## src/asbt_pkg.sv

```systemverilog
// Constants, types and timing counts for the static memory host controller
package asbt_pkg;

  localparam int unsigned ASBT_ADDR_W          = 19;
  localparam int unsigned ASBT_DATA_W          = 8;
  localparam int unsigned ASBT_CNT_W           = 13;

  // Clock
  localparam int unsigned ASBT_CLK_PERIOD_NS   = 20;

  // Device timing, fast grade and slow grade
  localparam int unsigned ASBT_POWERUP_WAIT_US       = 100;
  localparam int unsigned ASBT_RETENTION_RECOVERY_US = 50;
  localparam int unsigned ASBT_READ_CYCLE_MIN_NS_F   = 10;
  localparam int unsigned ASBT_READ_CYCLE_MIN_NS_S   = 12;
  localparam int unsigned ASBT_WRITE_PULSE_MIN_NS_F  = 7;
  localparam int unsigned ASBT_WRITE_PULSE_MIN_NS_S  = 8;
  localparam int unsigned ASBT_DATA_SETUP_NS_F       = 5;
  localparam int unsigned ASBT_DATA_SETUP_NS_S       = 6;
  localparam int unsigned ASBT_SYNC_STAGES           = 2;

  // Slow grade figures are used so both grades are covered
  localparam int unsigned ASBT_POWERUP_WAIT_CYC =
    (ASBT_POWERUP_WAIT_US * 1000 + ASBT_CLK_PERIOD_NS - 1) / ASBT_CLK_PERIOD_NS;
  localparam int unsigned ASBT_READ_CYCLE_CYC =
    (ASBT_READ_CYCLE_MIN_NS_S + ASBT_CLK_PERIOD_NS - 1) / ASBT_CLK_PERIOD_NS;
  localparam int unsigned ASBT_WRITE_PULSE_CYC =
    (ASBT_WRITE_PULSE_MIN_NS_S + ASBT_CLK_PERIOD_NS - 1) / ASBT_CLK_PERIOD_NS;
  localparam int unsigned ASBT_DATA_SETUP_CYC =
    (ASBT_DATA_SETUP_NS_S + ASBT_CLK_PERIOD_NS - 1) / ASBT_CLK_PERIOD_NS;
  localparam int unsigned ASBT_RECOVERY_CYC =
    (ASBT_RETENTION_RECOVERY_US * 1000 + ASBT_CLK_PERIOD_NS - 1) / ASBT_CLK_PERIOD_NS
    + ASBT_READ_CYCLE_CYC;
  // Access cycle plus the input synchroniser depth
  localparam int unsigned ASBT_READ_HOLD_CYC = ASBT_READ_CYCLE_CYC + ASBT_SYNC_STAGES;

  typedef struct packed {
    logic                   write;
    logic [ASBT_ADDR_W-1:0] addr;
    logic [ASBT_DATA_W-1:0] data;
  } asbt_req_s;

  typedef struct packed {
    logic                   ceN;
    logic                   oeN;
    logic                   weN;
    logic [ASBT_ADDR_W-1:0] addrLines;
  } asbt_pins_s;

  localparam asbt_pins_s ASBT_PINS_RESET = '{ceN: 1'b1, oeN: 1'b1, weN: 1'b1,
                                             addrLines: 19'h00000};
  localparam logic [ASBT_DATA_W-1:0] ASBT_DATA_RESET = 8'h00;

  typedef enum logic [2:0] {
    ST_POWERUP,
    ST_IDLE,
    ST_READ,
    ST_WR_SETUP,
    ST_WR_PULSE,
    ST_WR_END,
    ST_RETAIN,
    ST_RECOVER
  } asbt_state_e;

endpackage : asbt_pkg

```

## src/asbt_ctrl.sv

```systemverilog
// Host controller that drives a 512K x 8 asynchronous static memory
// Summary of operation
// RULE1: Wait power-up time before first access
// RULE2: Read cycle spaced by minimum read time
// RULE3: Device data valid after select delay
// RULE4: Device data valid after output enable
// RULE5: Device holds old data after address change
// RULE6: Device enters standby when deselected
// RULE7: Address-only reads keep strobes low
// RULE8: Address valid by select falling edge
// RULE9: Write only during select and write overlap
// RULE10: Time data against terminating strobe edge
// RULE11: Address and strobes held minimum before end
// RULE12: Address valid by write start
// RULE13: Address stable until write end
// RULE14: Write data stable before write end
// RULE15: Write data held until terminating edge
// RULE16: Write cycles respect minimum cycle time
// RULE17: Device floats data lines during write
// RULE18: Joint strobe rise keeps outputs floating
// RULE19: Never drive data while device drives
// RULE20: Output disabled select leaves lines floating
// RULE21: Deselect before supply enters retention
// RULE22: Wait recovery time after retention
// RULE23: Read needs select, output enable, write high
// RULE24: Device stores byte at addressed location
// RULE25: Data lines float unless reading
// RULE26: Deselected device ignores all inputs
`timescale 1ns/1ns
module asbt_ctrl
  import asbt_pkg::*;
#(
  parameter int unsigned POWERUP_CYCLES = ASBT_POWERUP_WAIT_CYC
) (
  // Clock and reset
  input  logic                   clock,
  input  logic                   resetn,
  // User request
  input  logic                   reqValid,
  input  asbt_pkg::asbt_req_s    req,
  output logic                   reqReady,
  // User response
  output logic                   rspValid,
  output logic [ASBT_DATA_W-1:0] rspData,
  // Retention control
  input  logic                   retainReq,
  output logic                   retainAck,
  // Memory pins
  output asbt_pkg::asbt_pins_s   sramPins,
  output logic [ASBT_DATA_W-1:0] dataOut,
  output logic                   dataOe,
  input  logic [ASBT_DATA_W-1:0] dataIn
);

  localparam logic [ASBT_CNT_W-1:0] POWERUP_LAST  = ASBT_CNT_W'(POWERUP_CYCLES - 1);
  localparam logic [ASBT_CNT_W-1:0] RECOVERY_LAST = ASBT_CNT_W'(ASBT_RECOVERY_CYC - 1);
  localparam logic [1:0]            READ_LAST     = 2'(ASBT_READ_HOLD_CYC - 1);

  asbt_state_e            state_reg,     state_next;
  logic [ASBT_CNT_W-1:0]  waitCnt_reg,   waitCnt_next;
  logic [1:0]             readCnt_reg,   readCnt_next;
  asbt_pins_s             pins_reg,      pins_next;
  logic [ASBT_DATA_W-1:0] dataOut_reg,   dataOut_next;
  logic                   dataOe_reg,    dataOe_next;
  logic                   reqReady_reg,  reqReady_next;
  logic                   rspValid_reg,  rspValid_next;
  logic [ASBT_DATA_W-1:0] rspData_reg,   rspData_next;
  logic                   retainAck_reg, retainAck_next;
  logic [ASBT_DATA_W-1:0] dataSync;

  // Pins are asynchronous to the clock
  asbt_sync asbt_sync_i (
    .clock     (clock),
    .resetn    (resetn),
    .dataAsync (dataIn),
    .dataSync  (dataSync)
  );

  always_comb begin
    state_next     = state_reg;
    waitCnt_next   = waitCnt_reg;
    readCnt_next   = readCnt_reg;
    pins_next      = pins_reg;
    dataOut_next   = dataOut_reg;
    dataOe_next    = dataOe_reg;
    rspValid_next  = 1'b0;
    rspData_next   = rspData_reg;
    retainAck_next = retainAck_reg;
    unique case (state_reg)
      ST_POWERUP: begin
        waitCnt_next = waitCnt_reg + 13'h0001;
        if (waitCnt_reg == POWERUP_LAST) begin // [RULE1]
          state_next   = ST_IDLE;
          waitCnt_next = '0;
        end
      end
      ST_IDLE: begin
        // A request taken here wins over a pending retention entry
        if (reqValid && reqReady_reg) begin
          pins_next.ceN       = 1'b0; // [RULE8]
          pins_next.addrLines = req.addr; // [RULE12]
          if (req.write) begin
            state_next   = ST_WR_SETUP;
            dataOut_next = req.data; // [RULE14]
            dataOe_next  = 1'b1; // [RULE19]
          end else begin
            state_next    = ST_READ;
            pins_next.oeN = 1'b0; // [RULE23]
            readCnt_next  = '0;
          end
        end else if (retainReq) begin
          state_next     = ST_RETAIN;
          retainAck_next = 1'b1; // [RULE21]
        end
      end
      ST_READ: begin
        // Strobes held low until data has crossed the synchroniser [RULE7]
        readCnt_next = readCnt_reg + 2'h1;
        if (readCnt_reg == READ_LAST) begin // [RULE2]
          pins_next.ceN = 1'b1;
          pins_next.oeN = 1'b1;
          rspValid_next = 1'b1;
          rspData_next  = dataSync;
          state_next    = ST_IDLE;
        end
      end
      ST_WR_SETUP: begin
        pins_next.weN = 1'b0; // [RULE9]
        state_next    = ST_WR_PULSE;
      end
      ST_WR_PULSE: begin
        // Write enable rise ends the write while select stays low
        pins_next.weN = 1'b1; // [RULE10] [RULE11]
        state_next    = ST_WR_END;
      end
      ST_WR_END: begin
        // Address and data released only with select
        pins_next.ceN = 1'b1; // [RULE13] [RULE15] [RULE16]
        dataOe_next   = 1'b0;
        state_next    = ST_IDLE;
      end
      ST_RETAIN: begin
        if (!retainReq) begin
          retainAck_next = 1'b0;
          waitCnt_next   = '0;
          state_next     = ST_RECOVER;
        end
      end
      ST_RECOVER: begin
        waitCnt_next = waitCnt_reg + 13'h0001;
        if (waitCnt_reg == RECOVERY_LAST) begin // [RULE22]
          state_next   = ST_IDLE;
          waitCnt_next = '0;
        end
      end
    endcase
    reqReady_next = (state_next == ST_IDLE);
  end

  always_ff @(posedge clock or negedge resetn) begin
    if (!resetn) begin
      state_reg     <= ST_POWERUP;
      waitCnt_reg   <= '0;
      readCnt_reg   <= '0;
      pins_reg      <= ASBT_PINS_RESET;
      dataOut_reg   <= ASBT_DATA_RESET;
      dataOe_reg    <= 1'b0;
      reqReady_reg  <= 1'b0;
      rspValid_reg  <= 1'b0;
      rspData_reg   <= ASBT_DATA_RESET;
      retainAck_reg <= 1'b0;
    end else begin
      state_reg     <= state_next;
      waitCnt_reg   <= waitCnt_next;
      readCnt_reg   <= readCnt_next;
      pins_reg      <= pins_next;
      dataOut_reg   <= dataOut_next;
      dataOe_reg    <= dataOe_next;
      reqReady_reg  <= reqReady_next;
      rspValid_reg  <= rspValid_next;
      rspData_reg   <= rspData_next;
      retainAck_reg <= retainAck_next;
    end
  end

  assign sramPins  = pins_reg;
  assign dataOut   = dataOut_reg;
  assign dataOe    = dataOe_reg;
  assign reqReady  = reqReady_reg;
  assign rspValid  = rspValid_reg;
  assign rspData   = rspData_reg;
  assign retainAck = retainAck_reg;

  logic [ASBT_CNT_W-1:0] sinceReset_reg;
  always_ff @(posedge clock or negedge resetn) begin
    if (!resetn) begin
      sinceReset_reg <= '0;
    end else if (sinceReset_reg != 13'h1FFF) begin
      sinceReset_reg <= sinceReset_reg + 13'h0001;
    end
  end
endmodule : asbt_ctrl

```

## src/asbt_sync.sv

```systemverilog
// Two-flop synchroniser for the memory data lines
`timescale 1ns/1ns
module asbt_sync
  import asbt_pkg::*;
(
  // Clock and reset
  input  logic                   clock,
  input  logic                   resetn,
  // Data
  input  logic [ASBT_DATA_W-1:0] dataAsync,
  output logic [ASBT_DATA_W-1:0] dataSync
);

  logic [ASBT_DATA_W-1:0] stage1_reg;
  logic [ASBT_DATA_W-1:0] stage2_reg;

  // First stage feeds only the second
  always_ff @(posedge clock or negedge resetn) begin
    if (!resetn) begin
      stage1_reg <= ASBT_DATA_RESET;
      stage2_reg <= ASBT_DATA_RESET;
    end else begin
      stage1_reg <= dataAsync;
      stage2_reg <= stage1_reg;
    end
  end

  assign dataSync = stage2_reg;

endmodule : asbt_sync

```

## config.mk

```make
export PLATFORM = sky130hd
export DESIGN_NAME = asbt_ctrl
export DESIGN_NICKNAME = d
export VERILOG_FILES = /design/src/asbt_pkg.sv /design/src/asbt_ctrl.sv /design/src/asbt_sync.sv
export SDC_FILE = /design/constraint.sdc
export NUM_CORES = 1
export LEC_CHECK = 0
export BUFFER_PORTS_ARGS = -buffer_cell sky130_fd_sc_hd__buf_4
export CORE_UTILIZATION = 40
export DETAILED_ROUTE_END_ITERATION = 7
export GPL_ROUTABILITY_DRIVEN = 0
export HOLD_SLACK_MARGIN = 0.05
export PLACE_DENSITY = 0.76
export SYNTH_ARGS = -nofsm -noshare
export SYNTH_HDL_FRONTEND = slang
export SYNTH_SLANG_ARGS = --single-unit
```

## constraint.sdc

```tcl
create_clock -name clock -period 1.7 [get_ports clock]
set_clock_uncertainty 0.15 [all_clocks]
set_input_delay 0.085 -clock clock [delete_from_list [all_inputs] [get_ports clock]]
set_output_delay 0.085 -clock clock [all_outputs]
set_load 0.05 [all_outputs]
```

* Yosys cells after proc, flatten, opt, wreduce, memory -nomap -nowiden
Cells that the tools add are included.
** Word-level totals
- Flip-flop bits (word level) :: 76
- Bits of input ports :: 40
- Output and inout port bits :: 42
** Cells by class
- $add $sub $neg :: 2
- Eq/ne operators :: 18
- Mux-type cells :: 30
- Reduce and logical (&&, ||, !) cells :: 17
** Operators by type and width (number)
- 13-bit 2-to-1 mux :: 3
- 13-bit case mux with 3 select lines :: 1
- 3-bit case mux with 8 select lines :: 1
- 3-bit 2-to-1 mux :: 6
- 2-bit != test (second input constant) :: 7
- 13-bit by 1-bit adder with 13-bit output (second input constant) :: 1
- 13-bit by 12-bit == test with 1-bit output (second input constant) :: 1
- 13-bit == test (second input constant) :: 1
- 3-bit == test (second input constant) :: 4
- 3-bit AND reduction :: 4
- 1-bit 2-to-1 mux :: 9
- 2-bit 2-to-1 mux :: 4
- 1-bit case mux with 2 select lines :: 4
- 4-bit AND reduction :: 2
- 2-bit nonzero test :: 4
- 3-bit by 1-bit == test with 1-bit output (second input constant) :: 2
- 3-bit by 2-bit == test with 1-bit output (second input constant) :: 2
- 2-bit AND reduction :: 3
- 3-bit nonzero test :: 2
- 2-bit case mux with 2 select lines :: 1
- 3-bit logical NOT :: 1
- 1-bit case mux with 3 select lines :: 1
- 2-bit by 1-bit adder with 2-bit output (second input constant) :: 1
- 2-bit == test (second input constant) :: 1
- 1-bit logical AND :: 1

* Depth between registers and ports, before layout
- Depth after elaboration :: 4
- Gate-level depth with buffers :: 8
- Mapped depth without buffers :: 7

* Modules after synthesis
From an unflattened synthesis, not the netlist that was laid out.
** Unflattened totals
- Cells, all modules :: 291
- Area, all modules :: 3113.0 um^2
** By module, submodules not included
- asbt_ctrl :: instances 1, cells an instance 275, area each 2712.6 um^2, seq. area each 1505.2 um^2
- asbt_sync :: instances 1, cells an instance 16, area each 400.4 um^2, seq. area each 400.4 um^2

* Worst setup path after synthesis
Ideal clock, no wire load.
- Path type :: register to register
- Start point :: register reqReady_reg, in the netlist reqReady
- End point :: register reqReady_reg, in the netlist reqReady
- Library setup time :: 136 ps
- Data arrival time :: 1483 ps
- Required time :: 1414 ps
- Slack :: -69 ps
- Cell stages (with the launch flop) :: 6
- Buffers on the path :: 0
- Path through :: dfrtp_1 -> nand2_1 -> nand2b_1 -> nand3_1 -> a222oi_1 -> nor4_1
** Between the ends
- Longest elaborated chain between the ends :: 4
** Ends and longest elaborated chain
- from (decl) :: line asbt_ctrl.sv:65 : logic reqReady_reg, reqReady_next;
- from (signal assigned) :: line asbt_ctrl.sv:179 : reqReady_reg <= reqReady_next;
- 1-bit logical AND :: line asbt_ctrl.sv:99 : if (reqValid && reqReady_reg) begin
- 3-bit 2-to-1 mux :: line asbt_ctrl.sv:99
- 3-bit case mux with 8 select lines :: line asbt_ctrl.sv:89 : unique case (state_reg)
- 3-bit by 1-bit == test with 1-bit output :: line asbt_ctrl.sv:157 : reqReady_next = (state_next == ST_IDLE);
- via reqReady_next :: line asbt_ctrl.sv:65
The timed path passes the listed nets, and every way through them passes these cells.
A chain may end at the register's enable or synchronous reset.

* Worst setup path after layout
- Start point :: register waitCnt_reg[1]
- End point :: register waitCnt_reg[1]
** Between the ends
- Longest elaborated chain between the ends :: 3
** Ends and longest elaborated chain
- from (decl) :: line asbt_ctrl.sv:60 : logic [ASBT_CNT_W-1:0] waitCnt_reg, waitCnt_next;
- from (signal assigned) :: line asbt_ctrl.sv:174 : waitCnt_reg <= waitCnt_next;
- 13-bit by 1-bit adder with 13-bit output (tied with other cells) :: line asbt_ctrl.sv:91, asbt_ctrl.sv:150
- 13-bit 2-to-1 mux (on tied branches) :: line asbt_ctrl.sv:151, asbt_ctrl.sv:92
- 13-bit case mux with 3 select lines (*) :: line asbt_ctrl.sv:89
Mark *: on every way between the ends. The rest lies on a longest branch, timed or not.

==> out/metrics.csv <==
metric,value,unit
sequential share of the synthesized area,61.3,%
Worst VDD drop,486,uV
post-synth net total,289,
placed wire-length estimate,4710,um
max_slew headroom,73.6,%
antenna violations before repair,0,
Hold WS,0.0432,ns
final number of setup-violating endpoints,14,
P_leak,0.00231,uW
reg2reg end,waitCnt_reg[1],
Yosys warnings,0,
highest metal used,met4,
vias per cell,5.08,
Max H-tree Level,3,
R2R Setup Slk,-0.11,ns
Worst setup SP type,flop,
Slew @ Worst Pin,0.395,ns
Residual DRC,0,
CTS Buffer Depth,2,
PortBufs,81,
FP Rows,31,
drt first pass iters,4,
power consumption,3910,uW
Post-Synthesis Cells,246,
met3 WL,477,um
chip width,90.1,um
pre-CTS setup slack,-0.183,ns
TritonCTS clock tree,built,
TNS Setup,-0.996,ns
P_int,2830,uW
Die Y-Extent,90.1,um
met2 routed wirelength,3930,um
fin crit share,106,%
io pins,82,
switching power,1080,uW
P per Cell Area,821,nW/um^2
CP max FO,7,
max FFs per register,22,
final hold vios,0,
Setup Crit Path Kind,reg -> reg,
overall via count from detail_route,2573,
grt ovf,0,
P&R area growth vs syn,53.4,%
"commonest non-fill, non-tap cell in the layout",buf_4,
Post-synth EDFFs,0,
Die ar.,8130,sq um
synth unique cells,39,
outcome,"finished, violations left",
post-layout worst setup margin,-0.110,ns
Detailed Route Iter0 Violations,90,
Comb power frac,17.0,%
Post-Route WL,7560,um
"Primary FF master, synth",dfrtp_1,
RR Startpoint,waitCnt_reg[1],
placed insts,446,
max-slew violations,0,
Synth Area in Simple Gates,11.6,%
root buffer cell,clkbuf_8,
Final Non-Filler Cells,506,
main combinational cell family by area after synthesis,multiplexers,
violations in the final reports,setup timing,
DR WL/cell,14.9,um
R2R depth,7,
Synth Area in Compound Gates,7.73,%
clock latency on the worst-skew pair,0.35,ns
CP endpoint kind,flop,
via count of the first global-routing pass,2723,
first-pass GRT wire length,12600,um
CP arrival,1.89,ns
Starting Density,42.2,%
cell area after synthesis,3110,sq um
Nets,445,
CTS Buf Count,9,
antenna cell count,0,
total track usage,19.5,%
Worst Hold Class,in -> async,
clock-pin slew on the worst setup and hold paths,0.08,ns
core area,7370,sq um
share of layout cells above drive strength 1,50.4,%
Post-DRT Antenna Nets,0,
"Avg Cell Area, Syn",12.6,sq um
"Min Clock Period, post-route",1.81,ns
Async SR Flop Fraction,100,%
switching share of power,27.7,%
max_cap viols,0,
pin count of the biggest net entering global routing,32,
sequential share of power,50.6,%
XOR/XNOR Fraction of Synth Area,1.69,%
clock network power share,32.4,%
synthesized flop and latch total,76,
mux cell area share after synthesis,13.0,%
achievable frequency,552,MHz
Worst Path Required,1.78,ns
met1 wire length,3000,um
clock sinks,76,
"commonest cells after routing, fill and taps aside","buf_4 (111), dfrtp_1 (70), dlygate4sd3_1 (39)",
RSZ-0062 raised after global routing,true,
adder-cell share of the synthesized area,1.21,%
## how the worst max path moves through the flow
stage | start | endpoint | slack, ns | depth (start not counted)
6_report | waitCnt_reg[1] | waitCnt_reg[1] | -0.11 | 7
5_1_grt | waitCnt_reg[1] | waitCnt_reg[10] | -0.23 | 7
4_1_cts | waitCnt_reg[3] | waitCnt_reg[9] | -0.08 | 5
3_5_place_dp | waitCnt_reg[1] | waitCnt_reg[2] | -0.18 | 7
3_3_place_gp | waitCnt_reg[1] | waitCnt_reg[3] | -0.13 | 7
2_1_floorplan | waitCnt_reg[3] | waitCnt_reg[1] | 0.005 | 6
## layout make-up
class	count	area (sq um)
Clock buffer	9	124
Clock inverter	7	58.8
Tap cell	99	124
Inverter	6	22.5
Timing Repair Buffer	156	1320
Sequential cell	76	1910
Fill cell	561	2600
Multi-Input combinational cell	153	1210
## critical path, cell delays in order, from the launching register on
cell and delay (ns):
dfrtp_1 0.39, buf_4 0.12, ha_2 0.21, nand4b_1 0.17, nor4_4 0.18, buf_4 0.17
o22a_4 0.21, o22ai_1 0.09
## timing repair
action,in CTS,in global routing
gates cloned,1,0
resized for setup,17,17
setup endpoints to repair,14,49
hold endpoints to repair,111,0
hold buffers,39,0
buffers inserted,2,3
pin swaps,14,3
## cells in the mapped netlist (2+ instances only)
cell type  number  area (sq um)
buf_6           4          45.0
nand4_1         5          31.3
mux2_2         36           405
ha_1            3          37.5
nor2_1          8          30.0
nand2b_1        4          25.0
o21ai_2         3          26.3
xor2_1          4          35.0
nand2_1        20          75.1
inv_1           6          22.5
clkbuf_1        2          7.51
and3_1          3          18.8
nor3_1          7          35.0
a21oi_1        15          75.1
dfstp_2         3          78.8
xnor2_1         2          17.5
a2bb2oi_1       2          17.5
dfrtp_1        73          1830
nand3_1        11          55.1
o21ai_0        13          65.1
buf_2           4          20.0
## metal layers
metal / track usage, % / up-vias
met5: 0 / -
met4: 7.93 / 0
met3: 5.58 / 17
met2: 33.3 / 115
met1: 23.1 / 1251
li1: - / 1190
## per-stage QoR
stage | util, % | area, sq um
after floorplan | - | 3110
after global placement | 54.7 | 4030
after detailed placement | 54.7 | 4030
after CTS | 63.7 | 4700
after global routing | 64.7 | 4770
final | 64.7 | 4770
## power groups by stage
stage	combinational, uW	sequential, uW	clock (uW)
floorplan	280	1980	0
global placement	483	2000	0
detailed placement	490	2010	0
CTS	606	1980	1300
global route	729	1990	1380
finish	666	1980	1270
## cell families after synthesis
family          after synthesis
mux                          36
buf+inv                      18
fa+ha+maj                     3
flops                        76
simple gates                 67
compound gates               40
xor+xnor                      6
No activity file was read; power rests on OpenSTA's default activity.
